File: config.mk
export PLATFORM = sky130hd
export DESIGN_NAME = port_direction_pullup_config
export DESIGN_NICKNAME = d
export VERILOG_FILES = /design/src/pkg/port_cfg_pkg.sv /design/src/pkg/pin_ctl_if.sv /design/src/rtl/dir_pin_drive.sv /design/src/rtl/pullup_drive.sv /design/src/rtl/port_direction_pullup_config.sv
export SDC_FILE = /design/constraint.sdc
export NUM_CORES = 1
export LEC_CHECK = 0
export BUFFER_PORTS_ARGS = -buffer_cell sky130_fd_sc_hd__clkbuf_2
export CAP_MARGIN = 25
export CELL_PAD_IN_SITES_DETAIL_PLACEMENT = 1
export CELL_PAD_IN_SITES_GLOBAL_PLACEMENT = 2
export CORE_MARGIN = 2
export CORE_UTILIZATION = 30
export DETAILED_ROUTE_END_ITERATION = 16
export GPL_TIMING_DRIVEN = 0
export PLACE_DENSITY = 0.89
export SLEW_MARGIN = 10
export SYNTH_ARGS = -nofsm -noshare
export SYNTH_HDL_FRONTEND = slang
export SYNTH_SLANG_ARGS = --single-unit
export TNS_END_PERCENT = 100
File: constraint.sdc
create_clock -name clk -period 2 [get_ports clk]
set_input_delay 0 -clock clk [delete_from_list [all_inputs] [get_ports clk]]
set_output_delay 0 -clock clk [all_outputs]
set_load 0.02 [all_outputs]
File: src/pkg/port_cfg_pkg.sv
// constants for the port direction and pull-up configuration block
package port_cfg_pkg;

  // ==========================================================
  // register byte addresses
  localparam logic [15:0] ADDR_P6_DIR = 16'hffe9;
  localparam logic [15:0] ADDR_P7_DIR = 16'hffea;
  localparam logic [15:0] ADDR_P8_DIR = 16'hffeb;
  localparam logic [15:0] ADDR_P9_DIR = 16'hffec;
  localparam logic [15:0] ADDR_P1_PU  = 16'hffed;
  localparam logic [15:0] ADDR_P3_PU  = 16'hffee;
  localparam logic [15:0] ADDR_P5_PU  = 16'hffef;

  // ==========================================================
  // values after reset
  localparam logic [7:0] RST_P6_DIR = 8'h00;
  localparam logic [7:0] RST_P7_DIR = 8'h00;
  localparam logic [7:0] RST_P8_DIR = 8'h00;
  localparam logic [7:0] RST_P9_DIR = 8'hc0;
  localparam logic [7:0] RST_P1_PU  = 8'h00;
  localparam logic [7:0] RST_P3_PU  = 8'h00;
  localparam logic [7:0] RST_P5_PU  = 8'h00;

  // ==========================================================
  // implemented bit positions of each register
  localparam logic [7:0] MASK_P6 = 8'hff;
  localparam logic [7:0] MASK_P7 = 8'hf8;
  localparam logic [7:0] MASK_P8 = 8'hff;
  localparam logic [7:0] MASK_P9 = 8'h1f;
  localparam logic [7:0] MASK_P1 = 8'hf1;
  localparam logic [7:0] MASK_P3 = 8'h07;
  localparam logic [7:0] MASK_P5 = 8'hff;

  // ==========================================================
  // read answers for locations that hold nothing readable, and the idle pin and read level
  localparam logic [7:0] RD_WRITE_ONLY = 8'hff;
  localparam logic [7:0] RD_UNMAPPED   = 8'hff;
  localparam logic [7:0] PIN_IDLE      = 8'h00;

  // ==========================================================
  // helpers
  function automatic logic [7:0] merge_bits(input logic [7:0] old_v,
                                            input logic [7:0] new_v,
                                            input logic [7:0] mask);
    merge_bits = (old_v & ~mask) | (new_v & mask);
  endfunction

endpackage

File: src/pkg/pin_ctl_if.sv
// per-port carrier between the register file and a pin stage
`timescale 1ns/100ps
interface pin_ctl_if;
  logic [7:0] cfg;      // direction or pull-up register bits
  logic [7:0] dir;      // direction bits of the port (pull-up use)
  logic [7:0] data;     // port data register bits
  logic       standby;  // chip in standby

  modport ctl (output cfg, output dir, output data, output standby);
  modport drv (input cfg, input dir, input data, input standby);
endinterface

File: src/rtl/dir_pin_drive.sv
// output stage of one direction-controlled port
`timescale 1ns/100ps
module dir_pin_drive
  import port_cfg_pkg::*;
#(
  parameter logic [7:0] MASK = 8'hff
) (
  // clock and reset
  input  wire logic       clk,
  input  wire logic       rst,
  // control from the register file
  pin_ctl_if.drv          ctl,
  // pin drive
  output      logic [7:0] pin_out,
  output      logic [7:0] pin_oe
);

  // driver follows the data bits, enabled only for output pins
  always_ff @(posedge clk) begin
    if (rst) begin
      pin_out <= PIN_IDLE;
      pin_oe  <= PIN_IDLE;
    end else begin
      pin_out <= ctl.data & MASK;
      pin_oe  <= ctl.standby ? PIN_IDLE : (ctl.cfg & MASK);
    end
  end

endmodule

File: src/rtl/pullup_drive.sv
// pull-up control stage of one port
`timescale 1ns/100ps
module pullup_drive
  import port_cfg_pkg::*;
#(
  parameter logic [7:0] MASK = 8'hff
) (
  // clock and reset
  input  wire logic       clk,
  input  wire logic       rst,
  // control from the register file
  pin_ctl_if.drv          ctl,
  // pull-up and standby hold
  output      logic [7:0] pull_on,
  output      logic [7:0] hold_high
);

  // pull-up acts on input pins only; in standby it holds the pin high
  always_ff @(posedge clk) begin
    if (rst) begin
      pull_on   <= PIN_IDLE;
      hold_high <= PIN_IDLE;
    end else begin
      pull_on   <= ctl.cfg & MASK & ~ctl.dir;
      hold_high <= ctl.standby ? (ctl.cfg & MASK & ~ctl.dir) : PIN_IDLE;
    end
  end

endmodule

File: src/rtl/port_direction_pullup_config.sv
// port direction and pull-up configuration registers with pin stages
//
// Implementation choice: the strobed register port.
`timescale 1ns/100ps
module port_direction_pullup_config
  import port_cfg_pkg::*;
(
  // clock and reset
  input  wire logic        clk,
  input  wire logic        rst,
  // register port
  input  wire logic [15:0] addr,
  input  wire logic [7:0]  wr_data,
  input  wire logic        wr_en,
  input  wire logic        rd_en,
  output      logic [7:0]  rd_data,
  // chip state
  input  wire logic        standby,
  // port data register bits
  input  wire logic [7:0]  port6_data,
  input  wire logic [7:0]  port7_data,
  input  wire logic [7:0]  port8_data,
  input  wire logic [7:0]  port9_data,
  // direction of the pull-up ports
  input  wire logic [7:0]  port1_dir,
  input  wire logic [7:0]  port3_dir,
  input  wire logic [7:0]  port5_dir,
  // port 6 to 9 pin drive
  output      logic [7:0]  port6_out,
  output      logic [7:0]  port6_oe,
  output      logic [7:0]  port7_out,
  output      logic [7:0]  port7_oe,
  output      logic [7:0]  port8_out,
  output      logic [7:0]  port8_oe,
  output      logic [7:0]  port9_out,
  output      logic [7:0]  port9_oe,
  // pull-up state of ports 1, 3, 5
  output      logic [7:0]  port1_pull_on,
  output      logic [7:0]  port1_hold_high,
  output      logic [7:0]  port3_pull_on,
  output      logic [7:0]  port3_hold_high,
  output      logic [7:0]  port5_pull_on,
  output      logic [7:0]  port5_hold_high
);

  // ==========================================================
  // register storage
  logic [7:0] p6_dir_q;
  logic [7:0] p7_dir_q;
  logic [7:0] p8_dir_q;
  logic [7:0] p9_dir_q;
  logic [7:0] p1_pu_q;
  logic [7:0] p3_pu_q;
  logic [7:0] p5_pu_q;
  logic [7:0] rd_data_d;

  pin_ctl_if c6 ();
  pin_ctl_if c7 ();
  pin_ctl_if c8 ();
  pin_ctl_if c9 ();
  pin_ctl_if c1 ();
  pin_ctl_if c3 ();
  pin_ctl_if c5 ();

  // direction registers; reset clears ports 6 to 8 and loads port 9 with RST_P9_DIR
  always_ff @(posedge clk) begin
    if (rst) begin
      p6_dir_q <= RST_P6_DIR;
      p7_dir_q <= RST_P7_DIR;
      p8_dir_q <= RST_P8_DIR;
      p9_dir_q <= RST_P9_DIR;
    end else if (wr_en) begin
      if (addr == ADDR_P6_DIR) begin
        p6_dir_q <= merge_bits(p6_dir_q, wr_data, MASK_P6);
      end
      if (addr == ADDR_P7_DIR) begin
        p7_dir_q <= merge_bits(p7_dir_q, wr_data, MASK_P7);
      end
      if (addr == ADDR_P8_DIR) begin
        p8_dir_q <= merge_bits(p8_dir_q, wr_data, MASK_P8);
      end
      if (addr == ADDR_P9_DIR) begin
        p9_dir_q <= merge_bits(p9_dir_q, wr_data, MASK_P9);
      end
    end
  end

  // pull-up registers, reserved bits stay zero
  always_ff @(posedge clk) begin
    if (rst) begin
      p1_pu_q <= RST_P1_PU;
      p3_pu_q <= RST_P3_PU;
      p5_pu_q <= RST_P5_PU;
    end else if (wr_en) begin
      if (addr == ADDR_P1_PU) begin
        p1_pu_q <= merge_bits(p1_pu_q, wr_data, MASK_P1);
      end
      if (addr == ADDR_P3_PU) begin
        p3_pu_q <= merge_bits(p3_pu_q, wr_data, MASK_P3);
      end
      if (addr == ADDR_P5_PU) begin
        p5_pu_q <= merge_bits(p5_pu_q, wr_data, MASK_P5);
      end
    end
  end

  // ==========================================================
  // read path; direction locations never return their contents
  always_comb begin
    case (addr)
      ADDR_P6_DIR: rd_data_d = RD_WRITE_ONLY;
      ADDR_P7_DIR: rd_data_d = RD_WRITE_ONLY;
      ADDR_P8_DIR: rd_data_d = RD_WRITE_ONLY;
      ADDR_P9_DIR: rd_data_d = RD_WRITE_ONLY;
      ADDR_P1_PU:  rd_data_d = p1_pu_q;
      ADDR_P3_PU:  rd_data_d = p3_pu_q;
      ADDR_P5_PU:  rd_data_d = p5_pu_q;
      default:     rd_data_d = RD_UNMAPPED;
    endcase
  end

  // read data stands one cycle after the strobe only
  always_ff @(posedge clk) begin
    if (rst) begin
      rd_data <= PIN_IDLE;
    end else if (rd_en) begin
      rd_data <= rd_data_d;
    end else begin
      rd_data <= PIN_IDLE;
    end
  end

  // ==========================================================
  // carriers to the pin stages
  assign c6.cfg     = p6_dir_q;
  assign c6.dir     = p6_dir_q;
  assign c6.data    = port6_data;
  assign c6.standby = standby;
  assign c7.cfg     = p7_dir_q;
  assign c7.dir     = p7_dir_q;
  assign c7.data    = port7_data;
  assign c7.standby = standby;
  assign c8.cfg     = p8_dir_q;
  assign c8.dir     = p8_dir_q;
  assign c8.data    = port8_data;
  assign c8.standby = standby;
  assign c9.cfg     = p9_dir_q;
  assign c9.dir     = p9_dir_q;
  assign c9.data    = port9_data;
  assign c9.standby = standby;
  assign c1.cfg     = p1_pu_q;
  assign c1.dir     = port1_dir;
  assign c1.data    = PIN_IDLE;
  assign c1.standby = standby;
  assign c3.cfg     = p3_pu_q;
  assign c3.dir     = port3_dir;
  assign c3.data    = PIN_IDLE;
  assign c3.standby = standby;
  assign c5.cfg     = p5_pu_q;
  assign c5.dir     = port5_dir;
  assign c5.data    = PIN_IDLE;
  assign c5.standby = standby;

  // direction-controlled pin stages
  dir_pin_drive #(.MASK(MASK_P6)) u_p6 (
    .clk(clk), .rst(rst), .ctl(c6.drv), .pin_out(port6_out), .pin_oe(port6_oe)
  );
  dir_pin_drive #(.MASK(MASK_P7)) u_p7 (
    .clk(clk), .rst(rst), .ctl(c7.drv), .pin_out(port7_out), .pin_oe(port7_oe)
  );
  dir_pin_drive #(.MASK(MASK_P8)) u_p8 (
    .clk(clk), .rst(rst), .ctl(c8.drv), .pin_out(port8_out), .pin_oe(port8_oe)
  );
  dir_pin_drive #(.MASK(MASK_P9)) u_p9 (
    .clk(clk), .rst(rst), .ctl(c9.drv), .pin_out(port9_out), .pin_oe(port9_oe)
  );

  // pull-up stages
  pullup_drive #(.MASK(MASK_P1)) u_pu1 (
    .clk(clk), .rst(rst), .ctl(c1.drv),
    .pull_on(port1_pull_on), .hold_high(port1_hold_high)
  );
  pullup_drive #(.MASK(MASK_P3)) u_pu3 (
    .clk(clk), .rst(rst), .ctl(c3.drv),
    .pull_on(port3_pull_on), .hold_high(port3_hold_high)
  );
  pullup_drive #(.MASK(MASK_P5)) u_pu5 (
    .clk(clk), .rst(rst), .ctl(c5.drv),
    .pull_on(port5_pull_on), .hold_high(port5_hold_high)
  );
endmodule

After elaboration in Yosys (flattened, before gate mapping)
Cells that the tools add are included.
{ "totals": {"ff_bits": 176} }
{ "op_classes": {"n_eq_ne": 7, "n_mux": 1, "bitwise_logic": 12, "n_reduce_logical": 10} }
{ "op_table": {"columns": ["operator", "n"], "rows": [
  ["$eq A16 B16 Y1 const B", 7],
  ["$not A8 Y8", 3],
  ["$pmux W8 S3", 1],
  ["$and A8 B8 Y8", 2],
  ["$reduce_and A2 Y1", 7],
  ["$and A3 B8 Y8", 1],
  ["$or A3 B8 Y8", 1],
  ["$or A4 B8 Y8", 1],
  ["$or A8 B3 Y8", 1],
  ["$or A8 B5 Y8", 1],
  ["$reduce_or A2 Y1", 3],
  ["$not A1 Y1", 2]
]} }

Depth between registers and ports, before layout
{ "depth": {"depth_word": 2, "ltp_mapped": 5, "mapped_depth_nobuf": 4} }

Cells and area by module
Synthesis repeated with hierarchy kept, for this count alone.
{ "hier_totals": {"hier_cells": 418, "hier_area_um2": 4976.0} }
{ "by_module_without_submodules": {"columns": ["mod", "instances", "cells_each", "area_per_inst_um2"], "rows": [
  ["port_direction_pullup_config", 1, 210, 2145.8],
  ["dir_pin_drive at u_p6 ...", 2, 34, 493.0],
  ["dir_pin_drive at u_p7 ...", 2, 28, 354.1],
  ["pullup_drive at u_pu5", 1, 33, 516.7],
  ["pullup_drive at u_pu1", 1, 28, 360.3],
  ["pullup_drive at u_pu3", 1, 23, 259.0]
]} }

Least setup slack after synthesis
Ideal clock, no wire load.
{ "synth_path": {"path_kind": "input to register", "start": "input port addr[4]", "end": "register p1_pu_q[0] (netlist: c1.cfg[0])", "setup_time_ns": 0.072, "t_arrival_ns": 1.049, "required_time_ns": 1.928, "path_slack_ns": 0.879, "cell_stages": 5, "path_cell_list": "nand4b_4 > nor4_4 > and2b_1 > buf_4 > mux2i_1"} }
{ "synth_between": {"elab_chain_len": 2} }
{ "synth_rtl": {"columns": ["item", "line_no", "rtl"], "rows": [
  ["start, declared", "port_direction_pullup_config.sv:12", "input wire logic [15:0] addr,"],
  ["$eq A16 B16 Y1", "port_direction_pullup_config.sv:95", "if (addr == ADDR_P1_PU) begin"],
  ["$reduce_and A2 Y1 (no source line)", null, null],
  ["end signal, assigned", "port_direction_pullup_config.sv:96", "p1_pu_q <= merge_bits(p1_pu_q, wr_data, MASK_P1);"],
  ["end, declared", "port_direction_pullup_config.sv:52", "logic [7:0] p1_pu_q;"]
]} }
No other way between the ends.
A chain may end at the register's enable or synchronous reset.

Worst setup path after layout
{ "layout_path": {"start": "input port addr[2]", "end": "register p3_pu_q[0] (netlist: c3.cfg[0])"} }
{ "layout_between": {"elab_chain_len": 2} }
{ "layout_rtl": {"columns": ["item", "line_no", "rtl"], "rows": [
  ["$eq A16 B16 Y1", "port_direction_pullup_config.sv:98", "if (addr == ADDR_P3_PU) begin"],
  ["$reduce_and A2 Y1 (no source line)", null, null],
  ["end signal, assigned", "port_direction_pullup_config.sv:99", "p3_pu_q <= merge_bits(p3_pu_q, wr_data, MASK_P3);"],
  ["end, declared", "port_direction_pullup_config.sv:53", "logic [7:0] p3_pu_q;"]
]} }
No other way between the ends.

==> impl_results.md <==
- Endpoints failing setup: 0
- Sequential fraction of the synthesis area: around 58%
- Post-synth top area share: about 58%
- Die width: between 100 and 150 um
- Synth Warn #: 0
- Die Ht: ~130 um
- Crit path kind: in -> reg
- Maximum vdd drop: 0.569 mV
- Routed vias/inst: roughly 4.3
- TritonRoute pass-1 iters: 4
- Distinct cell type count after synthesis: 28
- CP arrival: around 2100 ps
- Final nets: about 750
- Starting density of the core: 30.5%
- Die area: around 16000 um2
- Required time worst endpoint: around 2300 ps
- Detail Placement HPWL: between 9000 and 10000 um
- Detailed-route via count: 3693
- Power, Total: 6.31 mW
- Post-synthesis cell area: ~4600 um2
- Total CTS buffers: 17
- First-pass GRT wire length: 20900 um
- DRT Wirelength: 13600 um
- Total gr overflow: 0
- Fin crit share: between 80% and 90%
- CTS tree: built
- Slew Limit Fails: 0
- Hold/Removal Path Class: in -> reg
- I/O pins: about 210
- Post-route setup TNS: 0 ps
- Max Clk Rate: approximately 0.57 GHz
- Final std cells w/o fill: 868
- CTS max path bufs: 2
- Minimum clock period after layout: 1760 ps
- Crit end category: register
- Cells after synthesis: approximately 420
- Area leader, netlist: dfxtp_1
- WHS: -3.81 ps
- Clock latency on the worst-skew pair: 420 ps
- RD Place Congestion: ~0.78
- Vias in the first global route: approximately 4000
- Cell area after placement: 5770 um2
- Layout Area Growth over Synthesis: 47.4%
- Core Footprint: 15100 um2
- Pin count of the biggest net entering global routing: 17
- Commonest non-fill, non-tap cell in the layout: clkbuf_2
- Root Buffer: clkbuf_16
- DRC: 0
- Skew final: around 9.3 ps
- Worst-margin pin slew: roughly 700 ps
- Status: complete, but fails checks
- Row cnt: between 40 and 50
- Finished Cell Area: about 6800 um2
- Max-Cap Viols: 0
- Clock tree sinks: roughly 130
- Leakage: roughly 3.3 nW
- Crit path launch type: input pin
- Most frequent cells in the layout: 161 x clkbuf_2, 134 x dfxtp_1, 53 x nand2b_1, 45 x dlygate4sd3_1
- #FFs+latches synth: 134
- # port buffers: 161
- # placed instances: about 790
- Rel. slew slack: a little over half
- GRT Total Usage: ~17%
- Clk slew on worst S/H paths: around 60 ps
- Antenna viol nets, final: 0
- Fillers: roughly 1700
- Syn avg cell area: roughly 11 um2
- WL/cell: 15.6 um
- Top cells by area, synth: dfxtp_1 58%, mux2i_1 9.3%, nand2b_1 7.2%
- Pwr Density: roughly 930 nW/um2
- Unrepaired setup endpoints after global routing: false
- Drt first-iter violations: about 120
- Fin. Hold Viols: 1
- Antenna violations before repair: 0
- Post-CTS setup repair buffer count: 0
- Failing checks: hold timing
- H-tree depth: 4
- Maximum fanout along the worst path: 4
- Number of diodes: 0
- Layout cell share with drive strength beyond 1: 34.4%
## through the flow
step	worst slack [ps]	hold WS (ps)	utilization [%]
after global routing	113	34.4	45.0
after floorplan	879	79.9	-
after global placement	406	170	38.1
after detailed placement	386	175	38.1
final	240	-3.81	45.0
after CTS	275	0.601	45.0
## registers in the layout (all words and copies together), names as in the netlist, 5 cells and up
register	flops
c1.cfg	5
c5.cfg	8
c6.cfg	8
c7.cfg	5
c8.cfg	8
c9.cfg	5
rd_data	8
u_p6.pin_oe	8
u_p6.pin_out	8
u_p7.pin_oe	5
u_p7.pin_out	5
u_p8.pin_oe	8
u_p8.pin_out	8
u_p9.pin_oe	5
u_p9.pin_out	5
u_pu1.hold_high	5
u_pu1.pull_on	5
u_pu5.hold_high	8
u_pu5.pull_on	8
## cell usage after synthesis
master	n
o21ai_0	7
dfxtp_1	134
nand4b_1	1
a21oi_1	8
buf_4	29
nand2_1	14
nor2b_1	27
and3_1	2
buf_6	1
nand4b_4	1
nand3_4	2
nand4_2	1
mux2i_1	43
and2_1	43
nor4_4	2
nor3b_1	13
nor2_1	6
nand4_1	1
buf_2	2
nor4_1	2
nand3_1	2
nand2_2	2
clkbuf_1	14
conb_1	1
buf_1	2
and2b_1	1
nand2b_2	1
nand2b_1	53
## routing by layer
| layer | routed length, um | GRT usage [%] |
|---|---|---|
| met5 | 0 | 0 |
| met4 | 247 | 7.05 |
| met3 | 1060 | 6.64 |
| met2 | 6670 | 29.4 |
| met1 | 5590 | 19.4 |
## cell families (layout without fill, tap and decap cells)
group / Yosys count / count (layout) / synth area share [%]
and+or+nand+nor: 174 / 174 / 24.5
DFF: 134 / 134 / 58.0
buffers and inverters: 48 / 286 / 6.46
muxes: 43 / 43 / 9.30
AOI/OAI and AO/OA: 15 / 15 / 1.62
other: 1 / 28 / 0.0811
## what timing repair did
action | 4_1_cts | 5_1_grt
endpoints found under the setup margin | 0 | 1
hold endpoints to repair | 59 | 0
hold buffers | 45 | 0
gates resized for setup | 0 | 1
## final cells by class
| type | instances | area, um2 | share of cell area, % |
|---|---|---|---|
| multi-input cells | 260 | 1750 | 25.7 |
| well taps | 188 | 235 | 3.45 |
| plain buffers | 48 | 299 | 4.39 |
| flip-flops and latches | 134 | 2680 | 39.3 |
| clock buffers | 18 | 429 | 6.29 |
| clock inverters | 14 | 165 | 2.42 |
| repair buffers | 206 | 1260 | 18.4 |
## path summary, 6_finish.rpt
path              startpoint                  to  slack, ps  cells after the start
setup / recovery     addr[2]           c3.cfg[0]        240                      8
hold / removal    wr_data[3]           c9.cfg[3]         -4                      3
setup reg to reg   c5.cfg[5]  u_pu5.hold_high[5]       1080                      2
hold reg to reg    c8.cfg[3]      u_p8.pin_oe[3]        460                      1
## power by group
group	internal [mW]	switching, mW
clock network	1.87	1.25
registers	2.71	0.0114
logic	0.214	0.261
total	4.79	1.52
## critical path, cell delays in order
cell and delay, ps:
dlygate4sd3_1 520, clkbuf_2 130, nand3_1 70, dlygate4sd3_1 560, nor4_2 210, and3_1 220
buf_2 150, mux2i_1 220
Note: power is estimated with default switching activity, not from simulation.
